<file path="src/logic/pbws_pkg.sv">
// package: constants and types of the pushbutton wiper stepper
package pbws_pkg;
    localparam int          POS_W             = 6;
    localparam int          TAP_COUNT         = 64;
    localparam logic [5:0]  POS_MAX           = 6'h3F;
    localparam logic [5:0]  POS_MIN           = 6'h00;
    localparam int          CLK_HZ            = 100_000_000;
    localparam int          TICK_US           = 1000;
    localparam int          TICK_CYCLES       = CLK_HZ / 1_000_000 * TICK_US;
    localparam int          TICK_CNT_W        = 17;
    localparam int          MS_CNT_W          = 11;
    localparam int          PRESS_MS          = 1;
    localparam int          HOLD_MS           = 1000;
    localparam int          REPEAT_MS         = 100;
    localparam int          IDLE_MS           = 1000;
    localparam int          SAVE_MS           = 2000;
    localparam int          DEBOUNCE_MS       = 2;
    localparam int          STEP_FILTER_MS    = 1;
    localparam logic [10:0] PRESS_TICKS       = 11'(PRESS_MS * 1000 / TICK_US);
    localparam logic [10:0] HOLD_TICKS        = 11'(HOLD_MS * 1000 / TICK_US);
    localparam logic [10:0] REPEAT_TICKS      = 11'(REPEAT_MS * 1000 / TICK_US);
    localparam logic [10:0] IDLE_TICKS        = 11'(IDLE_MS * 1000 / TICK_US);
    localparam logic [10:0] SAVE_TICKS        = 11'(SAVE_MS * 1000 / TICK_US);
    localparam logic [1:0]  DEBOUNCE_TICKS    = 2'(DEBOUNCE_MS * 1000 / TICK_US);
    localparam logic [1:0]  STEP_FILTER_TICKS = 2'(STEP_FILTER_MS * 1000 / TICK_US);
    localparam logic [5:0]  SAVE_STEP         = 6'h08;
    localparam logic [5:0]  NV_INIT_POS       = 6'h00;
    localparam logic        NV_INIT_UP        = 1'b0;
    localparam int          WEAR_LIMIT        = 80_000;
    localparam int          WEAR_CNT_W        = 17;
    localparam logic [1:0]  STRAP_CYCLES      = 2'h3;
    localparam int          CH_UP             = 0;
    localparam int          CH_DOWN           = 1;
    localparam int          CH_STEP           = 2;
    localparam int          CH_COUNT          = 3;

    typedef enum logic {MODE_DUAL, MODE_SINGLE} pbws_mode_e;
    typedef enum logic {ST_LOAD, ST_RUN} pbws_state_e;
endpackage

</file>
<file path="src/logic/pbws_top.sv">
// module: pushbutton wiper stepper, control logic of a 64-tap digital rheostat
// Notes on behaviour
// - wiper holds one of 64 taps as a 6-bit value
// - all three control inputs are asserted low, idle high
// - a pulse starts at the high-to-low edge of an input
// - a low pulse over 1 ms and up to 1 s moves exactly one tap
// - on the up and down contacts, high gaps under 1 ms merge neighbouring pulses into one
// - held past 1 s, one more tap every 100 ms until release
// - single-button mode steps both ways from up contact, ignores down contact
// - down contact tied high at power-up selects single mode, fixed until power-up
// - single mode first move is opposite to the previous activity's direction
// - single mode reverses after over 1 s idle or at a range end
// - step input moves both ways by single-mode direction rules, in either mode
// - dual mode: up contact increments, down contact decrements, no reversal wait
// - dual mode: at an end the wiper stays until an opposite input
// - up and down contacts are debounced internally
// - power-up loads the wiper from the nonvolatile cells
// - a change is saved 2 s after it; the first change always saved
// - later saves only when moved at least eight taps from the stored value
// - worn cells: stepping continues, power-up restores the last good value
// - one-second hold and idle thresholds may be off by up to 15 percent
`timescale 1ns/1ns
`default_nettype none
module pbws_top
    import pbws_pkg::*;
#(
    parameter int TICK_DIV = TICK_CYCLES,
    parameter int WEAR_MAX = WEAR_LIMIT
)
(
    input  wire logic             i_clk,
    input  wire logic             i_rst,
    input  wire logic             i_up_contact_n,
    input  wire logic             i_down_contact_n,
    input  wire logic             i_step_n,
    input  wire logic             i_down_tied_high,
    output logic      [POS_W-1:0] o_wiper,
    output logic                  o_single_mode,
    output logic                  o_dir_up,
    output logic                  o_nv_write
);
    logic [TICK_CNT_W-1:0] tick_cnt;
    logic [TICK_CNT_W-1:0] next_tick_cnt;
    logic                  tick;
    logic                  next_tick;
    logic [CH_COUNT-1:0]   pins_n;
    logic [CH_COUNT-1:0]   raw_active;
    logic [CH_COUNT-1:0]   ch_en;
    logic [MS_CNT_W-1:0]   hold_cnt      [CH_COUNT];
    logic [MS_CNT_W-1:0]   next_hold_cnt [CH_COUNT];
    logic                  ch_fire       [CH_COUNT];
    pbws_state_e           state;
    pbws_state_e           next_state;
    pbws_mode_e            mode;
    pbws_mode_e            next_mode;
    logic [1:0]            load_cnt;
    logic [1:0]            next_load_cnt;
    logic                  strap_a;
    logic                  strap_b;
    logic [POS_W-1:0]      wiper;
    logic [POS_W-1:0]      next_wiper;
    logic                  dir_up;
    logic                  next_dir_up;
    logic                  armed;
    logic                  next_armed;
    logic                  flip_pend;
    logic                  next_flip_pend;
    logic [MS_CNT_W-1:0]   idle_cnt;
    logic [MS_CNT_W-1:0]   next_idle_cnt;
    logic                  save_pend;
    logic                  next_save_pend;
    logic                  first_done;
    logic                  next_first_done;
    logic [MS_CNT_W-1:0]   save_cnt;
    logic [MS_CNT_W-1:0]   next_save_cnt;
    logic                  nv_write;
    logic                  next_nv_write;
    logic [POS_W-1:0]      nv_pos;
    logic                  nv_up;
    logic                  eff_up;
    logic                  dir_active;
    logic [POS_W-1:0]      diff;

    // absolute tap distance, used for the save threshold and by the checks
    function automatic logic [POS_W-1:0] tap_dist(input logic [POS_W-1:0] a, input logic [POS_W-1:0] b);
        tap_dist = (a > b) ? a - b : b - a;
    endfunction

    // millisecond timebase; every slower rate counts these enables
    always_comb
    begin
        next_tick     = 1'b0;
        next_tick_cnt = tick_cnt + TICK_CNT_W'(1);
        if (tick_cnt == TICK_CNT_W'(TICK_DIV - 1))
        begin
            next_tick_cnt = '0;
            next_tick     = 1'b1;
        end
    end

    always_ff @(posedge i_clk)
    begin
        tick_cnt <= i_rst ? '0 : next_tick_cnt;
        tick     <= i_rst ? 1'b0 : next_tick;
    end

    assign pins_n = {i_step_n, i_down_contact_n, i_up_contact_n};
    // down contact is dead in single mode; nothing counts before the mode is known
    assign ch_en  = (state != ST_RUN) ? 3'h0 : (mode == MODE_SINGLE) ? 3'h5 : 3'h7;

    // one filter and one hold timer per control input
    for (genvar g = 0; g < CH_COUNT; g++)
    begin : g_ch
        pbws_filter #(
            .STABLE_TICKS ((g == CH_STEP) ? STEP_FILTER_TICKS : DEBOUNCE_TICKS)
        ) u_filter (
            .i_clk    (i_clk),
            .i_rst    (i_rst),
            .i_tick   (tick),
            .i_pin_n  (pins_n[g]),
            .o_active (raw_active[g])
        );

        always_comb
        begin
            next_hold_cnt[g] = hold_cnt[g];
            ch_fire[g]       = 1'b0;
            // a release clears the timer, so the next falling edge starts a new pulse
            if (!(raw_active[g] && ch_en[g]))
                next_hold_cnt[g] = '0;
            else if (tick)
            begin
                // first tap once the low level has lasted past the minimum width
                if (hold_cnt[g] == PRESS_TICKS - 11'h001)
                begin
                    ch_fire[g]       = 1'b1;
                    next_hold_cnt[g] = hold_cnt[g] + 11'h001;
                end
                // after the one-second hold, one tap per repeat period
                else if (hold_cnt[g] == HOLD_TICKS + REPEAT_TICKS - 11'h001)
                begin
                    ch_fire[g]       = 1'b1;
                    next_hold_cnt[g] = HOLD_TICKS;
                end
                else
                    next_hold_cnt[g] = hold_cnt[g] + 11'h001;
            end
        end

        always_ff @(posedge i_clk)
        begin
            hold_cnt[g] <= i_rst ? '0 : next_hold_cnt[g];
        end
    end

    pbws_nvstore #(
        .WEAR_MAX (WEAR_MAX)
    ) u_nv (
        .i_clk   (i_clk),
        .i_write (nv_write),
        .i_pos   (wiper),
        .i_up    (dir_up),
        .o_pos   (nv_pos),
        .o_up    (nv_up),
        .o_worn  ()
    );

    always_comb
    begin
        next_state      = state;
        next_mode       = mode;
        next_load_cnt   = load_cnt;
        next_wiper      = wiper;
        next_dir_up     = dir_up;
        next_armed      = armed;
        next_flip_pend  = flip_pend;
        next_idle_cnt   = idle_cnt;
        next_save_pend  = save_pend;
        next_first_done = first_done;
        next_save_cnt   = save_cnt;
        next_nv_write   = 1'b0;
        eff_up          = dir_up ^ flip_pend;
        dir_active      = raw_active[CH_STEP] || (mode == MODE_SINGLE && raw_active[CH_UP]);
        diff            = tap_dist(wiper, nv_pos);
        case (state)
            ST_LOAD:
            begin
                // wait for the strap synchroniser to settle, then fix mode and restore
                next_load_cnt = load_cnt + 2'h1;
                if (load_cnt == STRAP_CYCLES - 2'h1)
                begin
                    next_state  = ST_RUN;
                    next_mode   = strap_b ? MODE_SINGLE : MODE_DUAL;
                    next_wiper  = nv_pos;
                    next_dir_up = ~nv_up;
                end
            end
            ST_RUN:
            begin
                // idle time on the bidirectional sources arms a reversal
                if (dir_active)
                    next_idle_cnt = '0;
                else if (tick && armed && idle_cnt != IDLE_TICKS)
                begin
                    next_idle_cnt = idle_cnt + 11'h001;
                    if (idle_cnt == IDLE_TICKS - 11'h001) // exact 1 s sits inside the allowed spread
                        next_flip_pend = 1'b1;
                end
                // simultaneous taps from two inputs in one tick: only one moves, dual-mode up first, then down, then up or step
                if (ch_fire[CH_UP] && mode == MODE_DUAL)
                begin
                    if (wiper != POS_MAX)
                        next_wiper = wiper + 6'h01;
                end
                else if (ch_fire[CH_DOWN])
                begin
                    if (wiper != POS_MIN)
                        next_wiper = wiper - 6'h01;
                end
                else if (ch_fire[CH_UP] || ch_fire[CH_STEP])
                begin
                    // an end turns the direction around instead of stalling
                    if (eff_up && wiper == POS_MAX)
                        eff_up = 1'b0;
                    else if (!eff_up && wiper == POS_MIN)
                        eff_up = 1'b1;
                    next_wiper     = eff_up ? wiper + 6'h01 : wiper - 6'h01;
                    next_dir_up    = eff_up;
                    next_flip_pend = 1'b0;
                    next_armed     = 1'b1;
                    next_idle_cnt  = '0;
                end
                // every change restarts the save delay
                if (next_wiper != wiper)
                begin
                    next_save_pend = 1'b1;
                    next_save_cnt  = '0;
                end
                else if (save_pend && tick)
                begin
                    next_save_cnt = save_cnt + 11'h001;
                    if (save_cnt == SAVE_TICKS - 11'h001)
                    begin
                        next_save_pend  = 1'b0;
                        // first change always kept, later ones only past the threshold
                        if (!first_done || diff >= SAVE_STEP)
                        begin
                            next_nv_write   = 1'b1;
                            next_first_done = 1'b1;
                        end
                    end
                end
            end
            default:
                next_state = ST_LOAD;
        endcase
    end

    always_ff @(posedge i_clk)
    begin
        if (i_rst)
        begin
            state      <= ST_LOAD;
            mode       <= MODE_DUAL;
            load_cnt   <= 2'h0;
            strap_a    <= 1'b0;
            strap_b    <= 1'b0;
            wiper      <= POS_MIN;
            dir_up     <= 1'b1;
            armed      <= 1'b0;
            flip_pend  <= 1'b0;
            idle_cnt   <= '0;
            save_pend  <= 1'b0;
            first_done <= 1'b0;
            save_cnt   <= '0;
            nv_write   <= 1'b0;
        end
        else
        begin
            state      <= next_state;
            mode       <= next_mode;
            load_cnt   <= next_load_cnt;
            strap_a    <= i_down_tied_high;
            strap_b    <= strap_a;
            wiper      <= next_wiper;
            dir_up     <= next_dir_up;
            armed      <= next_armed;
            flip_pend  <= next_flip_pend;
            idle_cnt   <= next_idle_cnt;
            save_pend  <= next_save_pend;
            first_done <= next_first_done;
            save_cnt   <= next_save_cnt;
            nv_write   <= next_nv_write;
        end
    end

    assign o_wiper       = wiper;
    assign o_single_mode = (mode == MODE_SINGLE);
    assign o_dir_up      = dir_up;
    assign o_nv_write    = nv_write;

    a_wiper_one_tap: assert property (@(posedge i_clk) disable iff (i_rst)
        state == ST_RUN && $past(state) == ST_RUN && $changed(wiper) |-> tap_dist(wiper, $past(wiper)) == 6'h01)
        else $error("wiper moved by more than one tap");
    a_no_wrap_top: assert property (@(posedge i_clk) disable iff (i_rst)
        state == ST_RUN && wiper == POS_MAX |=> wiper == POS_MAX || wiper == POS_MAX - 6'h01)
        else $error("wiper wrapped past the top tap");
    a_mode_fixed: assert property (@(posedge i_clk) disable iff (i_rst)
        state == ST_RUN |=> state == ST_RUN && $stable(mode))
        else $error("mode changed after power-up");
    a_load_restore: assert property (@(posedge i_clk) disable iff (i_rst)
        state == ST_LOAD ##1 state == ST_RUN |-> wiper == $past(nv_pos) && dir_up == !$past(nv_up))
        else $error("wiper not restored from the cells");
    a_down_ignored: assert property (@(posedge i_clk) disable iff (i_rst)
        mode == MODE_SINGLE && state == ST_RUN |-> hold_cnt[CH_DOWN] == 11'h000 && !ch_fire[CH_DOWN])
        else $error("down contact acted in single mode");
    a_dual_up_inc: assert property (@(posedge i_clk) disable iff (i_rst)
        mode == MODE_DUAL && state == ST_RUN && ch_fire[CH_UP] && wiper != POS_MAX |=> wiper == $past(wiper) + 6'h01)
        else $error("dual mode up tap did not increment");
    a_dual_end_stay: assert property (@(posedge i_clk) disable iff (i_rst) state == ST_RUN &&
        mode == MODE_DUAL && wiper == POS_MIN && !ch_fire[CH_UP] && !ch_fire[CH_STEP] |=> wiper == POS_MIN)
        else $error("dual mode wiper left the bottom end without an up input");
    a_repeat_period: assert property (@(posedge i_clk) disable iff (i_rst)
        ch_fire[CH_UP] && hold_cnt[CH_UP] != 11'h000 |-> hold_cnt[CH_UP] == HOLD_TICKS + REPEAT_TICKS - 11'h001)
        else $error("held tap outside the repeat period");
    a_save_delay: assert property (@(posedge i_clk) disable iff (i_rst)
        nv_write |-> $past(save_cnt) == SAVE_TICKS - 11'h001 && $past(wiper) == wiper
            && (!$past(first_done) || tap_dist(wiper, $past(nv_pos)) >= SAVE_STEP))
        else $error("cell write without the delay or the threshold");
    a_end_reverse: assert property (@(posedge i_clk) disable iff (i_rst)
        state == ST_RUN && ch_fire[CH_STEP] && !ch_fire[CH_UP] && !ch_fire[CH_DOWN] && wiper == POS_MAX
            |=> wiper == POS_MAX - 6'h01 && !dir_up)
        else $error("step input did not reverse at the top end");
endmodule
`default_nettype wire

</file>
<file path="src/logic/pbws_filter.sv">
// module: pin synchroniser and millisecond debounce filter for one active-low input
`timescale 1ns/1ns
`default_nettype none
module pbws_filter
    import pbws_pkg::*;
#(
    parameter logic [1:0] STABLE_TICKS = DEBOUNCE_TICKS
)
(
    input  wire logic i_clk,
    input  wire logic i_rst,
    input  wire logic i_tick,
    input  wire logic i_pin_n,
    output logic      o_active
);
    logic       sync_a;
    logic       sync_b;
    logic       active;
    logic [1:0] cnt;
    logic       next_sync_a;
    logic       next_sync_b;
    logic       next_active;
    logic [1:0] next_cnt;

    always_comb
    begin
        next_sync_a = i_pin_n;
        next_sync_b = sync_a;
        next_active = active;
        next_cnt    = cnt;
        // low means asserted, so a mismatch is pin level equal to the active flag
        if (sync_b != active)
        begin
            next_cnt = 2'h0;
        end
        else if (i_tick)
        begin
            // with STABLE_TICKS of 2, short glitches and short high gaps never reach the count; at 1, any level seen on a tick is taken
            if (cnt == STABLE_TICKS - 2'h1)
            begin
                next_active = ~active;
                next_cnt    = 2'h0;
            end
            else
            begin
                next_cnt = cnt + 2'h1;
            end
        end
    end

    always_ff @(posedge i_clk)
    begin
        if (i_rst)
        begin
            sync_a <= 1'b1;
            sync_b <= 1'b1;
            active <= 1'b0;
            cnt    <= 2'h0;
        end
        else
        begin
            sync_a <= next_sync_a;
            sync_b <= next_sync_b;
            active <= next_active;
            cnt    <= next_cnt;
        end
    end

    assign o_active = active;

    a_filter_on_tick: assert property (@(posedge i_clk) disable iff (i_rst)
        $changed(active) |-> $past(i_tick) && $past(sync_b) == $past(active))
        else $error("filtered level changed off a tick or without a mismatch");
endmodule
`default_nettype wire

</file>
<file path="src/logic/pbws_nvstore.sv">
// module: nonvolatile cells for wiper position and last direction, with wear-out
`timescale 1ns/1ns
`default_nettype none
module pbws_nvstore
    import pbws_pkg::*;
#(
    parameter int WEAR_MAX = WEAR_LIMIT
)
(
    input  wire logic             i_clk,
    input  wire logic             i_write,
    input  wire logic [POS_W-1:0] i_pos,
    input  wire logic             i_up,
    output logic      [POS_W-1:0] o_pos,
    output logic                  o_up,
    output logic                  o_worn
);
    // cells survive i_rst on purpose: reset stands for power-up, which must not erase them
    logic [POS_W:0]      cells [1]      = '{{NV_INIT_UP, NV_INIT_POS}};
    logic [WEAR_CNT_W-1:0] wear_cnt     = '0;
    logic [POS_W:0]      next_cell;
    logic [WEAR_CNT_W-1:0] next_wear_cnt;
    logic                worn;

    always_comb
    begin
        worn          = (wear_cnt >= WEAR_CNT_W'(WEAR_MAX));
        next_cell     = cells[0];
        next_wear_cnt = wear_cnt;
        // a worn array drops writes; the last good value stays for the next power-up
        if (i_write && !worn)
        begin
            next_cell     = {i_up, i_pos};
            next_wear_cnt = wear_cnt + WEAR_CNT_W'(1);
        end
    end

    always_ff @(posedge i_clk)
    begin
        cells[0] <= next_cell;
        wear_cnt <= next_wear_cnt;
    end

    assign o_pos  = cells[0][POS_W-1:0];
    assign o_up   = cells[0][POS_W];
    assign o_worn = worn;
endmodule
`default_nettype wire

</file>
<file path="config.mk">
export PLATFORM = sky130hd
export DESIGN_NAME = pbws_top
export DESIGN_NICKNAME = d
export VERILOG_FILES = /design/src/logic/pbws_pkg.sv /design/src/logic/pbws_top.sv /design/src/logic/pbws_filter.sv /design/src/logic/pbws_nvstore.sv
export SDC_FILE = /design/constraint.sdc
export NUM_CORES = 1
export LEC_CHECK = 0
export BUFFER_PORTS_ARGS = -buffer_cell sky130_fd_sc_hd__clkbuf_2
export CAP_MARGIN = 20
export CORE_MARGIN = 1.5
export CORE_UTILIZATION = 55
export CTS_BUF_LIST = sky130_fd_sc_hd__clkbuf_4
export DETAILED_ROUTE_END_ITERATION = 10
export GPL_TIMING_DRIVEN = 0
export HOLD_SLACK_MARGIN = 0.05
export PLACE_DENSITY = 0.67
export SYNTH_ARGS = -nofsm -noshare
export SYNTH_HDL_FRONTEND = slang
export SYNTH_SLANG_ARGS = --single-unit
</file>
<file path="constraint.sdc">
create_clock -name i_clk -period 8.6 [get_ports i_clk]
set_input_delay 1.29 -clock i_clk [delete_from_list [all_inputs] [get_ports i_clk]]
set_output_delay 1.29 -clock i_clk [all_outputs]
set_load 0.01 [all_outputs]
</file>
==> impl_summary.md <==
STA
Setup repair after global routing left no endpoint under its margin. Dividing the final minimum period by the clock period gives 0.331. The worst hold slack is 422 ps. Adding up every negative setup slack in the final design gives 0 ps. The final-report hold violation count came to 0. The final-report max-slew violation count is 0. The clock arrives with 22.2 ps of skew. The transition time of the tightest slew-check pin is 728 ps.

The worst pin sits at a relative slew slack of 0.512. The final critical path time including I/O delays and setup is 2850 ps. Setup violations remaining at the end of the flow were counted as 0. The maximum frequency from static timing analysis is 351 MHz.

Drt
The detailed router finished its first iteration with 397 violations. For this run, design rule violations remaining after detail routing come to 0. In this run the remaining antenna-violating nets after routing total 0. The routed via count divided by cell count is 5.64. In the final routed layout, each cell accounts on average for 14.7 um. The pre-antenna-repair detailed-routing pass consisted of 5 iterations.

The wire length after detailed routing is 13500 um. The final route contains 5198 vias.

Die
The die is 113 um tall. 15 I/O pins were placed. The die is 113 um wide. The area of the core region is 0.0116 mm^2. The die covers 0.0127 mm^2.

The number of cell rows is 39. The initial cell density of the core is 0.572.

Min path
The endpoint with the worst hold slack is g_ch[0].u_filter.sync_b. The tightest min-delay check is of the reg2reg type. The instance count along the most critical hold path is 1.

The hold path startpoint is g_ch[0].u_filter.next_sync_b.

Synth
Among all flip-flop cells after synthesis, the most frequent one is dfxtp_1. The per-instance average area after synthesis is 9.02 um^2. Of the post-synthesis cell area, the part taken by muxes is 0.0219.

The fraction of the mapped netlist area in simple logic gates is 0.233. The combined area of all synthesized cells is 0.00661 mm^2. Of the total synthesized cell area, the portion taken by full adders, half adders and majority gates is 0.0609. Counting flops and latches in the post-synthesis netlist gives 130. The largest family of logic cells by synthesized area is simple AND/OR/NAND/NOR gates.

The area fraction in compound gates after synthesis is 0.0995. Of the total synthesized cell area, the portion taken by XOR and XNOR cells is 0.123. The number of library cell types mapped by synthesis is 64. Counting every instance in the synthesized netlist gives 733.

Counting flops with a built-in enable in the synthesized netlist gives 24. The share of synthesized area occupied by flip-flops and latches is 0.430. The post-synthesis net count is 770.

Counting flops with an async set or reset pin after synthesis yields a share of 0. The count of warnings emitted by yosys is 0.

Global routing
Across every metal layer, demand over resource in global routing totals 0.228. The initial antenna violation count is 1. The global-route wire length before repair is 22900 um. Entering global routing, the biggest net connects 17 pins.

The number of global-route vias before repair was 4847. The total congestion overflow is 0.

Clock tree
The cell sitting at the root of the clock tree is a clkbuf_4. For this design, the CTS-stage hold fixing added 0 buffers. For this design, the sink count on the clock tree is 130.

The H-tree depth is 4. The latest clock arrival within the worst-skew pair is 570 ps. The TritonCTS clock tree is built. In this run the post-CTS setup repair buffer count came out at 0. The deepest clock path buffer count is 2. The clock-pin transition on the worst setup and hold timing paths is 110 ps. Buffers inserted during clock tree synthesis total 17. Once the clock tree was built, the resizer swapped 0 gates to a different size.

Run
The number of maximum-capacitance violations is 0.

Critical path
Grouping stages by cell kind, the critical path spends the most delay in simple AND/OR/NAND/NOR gates. The slowest stage of the critical path is the dfxtp_1 cell. The total stage count of the critical path is 10. The number of buffer and inverter stages on the critical path is 2.

The slack of the worst reg-to-reg path is 5750 ps. The element type at the critical path end is a flip-flop. For the worst setup path, the data arrival time is 3320 ps.

The launching point of the worst reg2reg path is o_wiper[2]. For this run, the slowest stage of the critical path takes 390 ps. The endpoint required time on the critical path is 9070 ps. The kind of start point of the critical path is a flip-flop. Along the worst path, the maximum fanout reaches 9. Traced cell by cell, the critical path runs through clkbuf_1 -> inv_1 -> ha_1 -> nand2_1 -> o22a_1 -> and2_1 -> a311oi_1 -> xor2_1 -> and4_1 -> nor3_1. The critical path is of the reg2reg type. The capture point of the worst reg-to-reg path is o_nv_write. The cell depth of the worst flop-to-flop path is 10.

Placed design
The cell count after placement is 890. The detailed placement HPWL is 9740 um. The count of buffers added on input and output ports is 13. The congestion estimate from routability-driven global placement came to 0.907.

Final layout
Once layout is complete, the cells apart from fillers number 922. Relative to the synthesized area, the layout overhead comes to 8.50%. Fill cells in the final layout number 1025. The final layout net count is 803. In the final layout, the share of cells above drive strength 1 is 0.0848.

Power and ir drop
Across the VDD grid, the largest voltage drop is 0.123 mV. In this run the power density over the cells is 195 mW/mm^2. The analysis attributes to cell leakage a power of 2.61 nW.

Run status
The run finished with clean final reports.
## cell families (layout without fill, tap and decap cells)
logic type	count (synthesis)	count (layout)
AOI/OAI and AO/OA	98	98
xor gates and xnor gates	93	93
adders and majority gates	31	31
buffers and inverters	53	98
DFF	130	130
muxes	14	14
other	0	1
and+or+nand+nor	314	314
## power by group
group / internal, mW / switching [mW] / leakage, nW / total [mW]
combinational: 0.117 / 0.186 / 1.33 / 0.303
clock: 0.203 / 0.233 / 0.160 / 0.436
sequential: 0.638 / 0.0243 / 1.12 / 0.663
total: 0.959 / 0.443 / 2.61 / 1.40
## registers in the layout, summed over array words and instances, names as in the netlist, 6 cells and up
name and flops:
tick_cnt 17, idle_cnt 11, g_ch.u_filter.cnt 6, o_wiper 6, save_cnt 11, u_nv.cells 7, u_nv.wear_cnt 17, hold_cnt 33
## layout make-up
type | instances | area, um^2 | area share
Clock inverter | 13 | 161 | 0.0225
Timing Repair Buffer | 14 | 80.1 | 0.0112
Inverter | 32 | 120 | 0.0167
Tap cell | 143 | 179 | 0.0249
Buffer | 21 | 88.8 | 0.0124
Sequential cell | 130 | 2840 | 0.396
Clock buffer | 18 | 135 | 0.0188
Antenna cell | 1 | 2.50 | 0.000349
Multi-Input combinational cell | 550 | 3560 | 0.497
## how the worst max path moves through the flow
stage	from	end	slack (ps)
6_report	o_wiper[2]	o_nv_write	5750
5_1_grt	o_wiper[2]	o_nv_write	5530
4_1_cts	o_wiper[2]	o_nv_write	5790
2_1_floorplan	u_nv.wear_cnt[9]	u_nv.cells[0][0]	5570
3_3_place_gp	u_nv.wear_cnt[9]	u_nv.cells[0][6]	4660
3_5_place_dp	i_rst	hold_cnt[0][21]	5490
## cell usage in the layout (no fill, tap or decap), drive strengths merged, types with 4 or more instances in the layout
master,n
and3,26
buf,4
mux2i,13
nor2b,6
inv,34
a22oi,7
xnor2,49
o21ai,19
a311oi,5
clkbuf,49
dfxtp,106
nor2,113
xor2,44
and4,6
a211oi,6
nand3,42
nand2,49
a21oi,31
or2,9
nand2b,7
nor3,18
clkinv,7
nand4,18
ha,29
edfxtp,24
nor4,6
## per-stage QoR
| step | util | worst slack, ps | area (um^2) | total power [mW] |
|---|---|---|---|---|
| after global placement | 0.593 | 4660 | 6860 | 0.966 |
| after CTS | 0.620 | 5790 | 7170 | 1.41 |
| after global routing | 0.620 | 5530 | 7170 | 1.48 |
| after floorplan | - | 5570 | 6610 | 0.897 |
| final | 0.620 | 5750 | 7170 | 1.40 |
| after detailed placement | 0.595 | 5490 | 6880 | 0.972 |
## per-layer routing
| metal | track usage | up-vias | part of all wire |
|---|---|---|---|
| met1 | 0.308 | 2467 | 0.49 |
| li1 | - | 2613 | - |
| met4 | 0.0937 | 0 | 0.018 |
| met2 | 0.352 | 95 | 0.45 |
| met3 | 0.0567 | 23 | 0.041 |
| met5 | 0 | - | 0 |
## synth_stat cells, types with 7 or more instances
| cell type | n | share of area |
|---|---|---|
| inv_1 | 32 | 0.018 |
| mux2i_1 | 13 | 0.020 |
| edfxtp_1 | 24 | 0.11 |
| nor3_1 | 18 | 0.014 |
| o21ai_0 | 18 | 0.014 |
| nor2_1 | 112 | 0.064 |
| xnor2_1 | 49 | 0.065 |
| nand4_1 | 17 | 0.016 |
| dfxtp_1 | 106 | 0.32 |
| or2_2 | 8 | 0.0076 |
| ha_1 | 29 | 0.055 |
| xor2_1 | 44 | 0.058 |
| clkbuf_1 | 18 | 0.010 |
| and3_1 | 26 | 0.025 |
| a22oi_1 | 7 | 0.0079 |
| a21oi_1 | 30 | 0.023 |
| nand2_1 | 49 | 0.028 |
| nand3_1 | 42 | 0.032 |
Power figures use the tool's default switching activity.
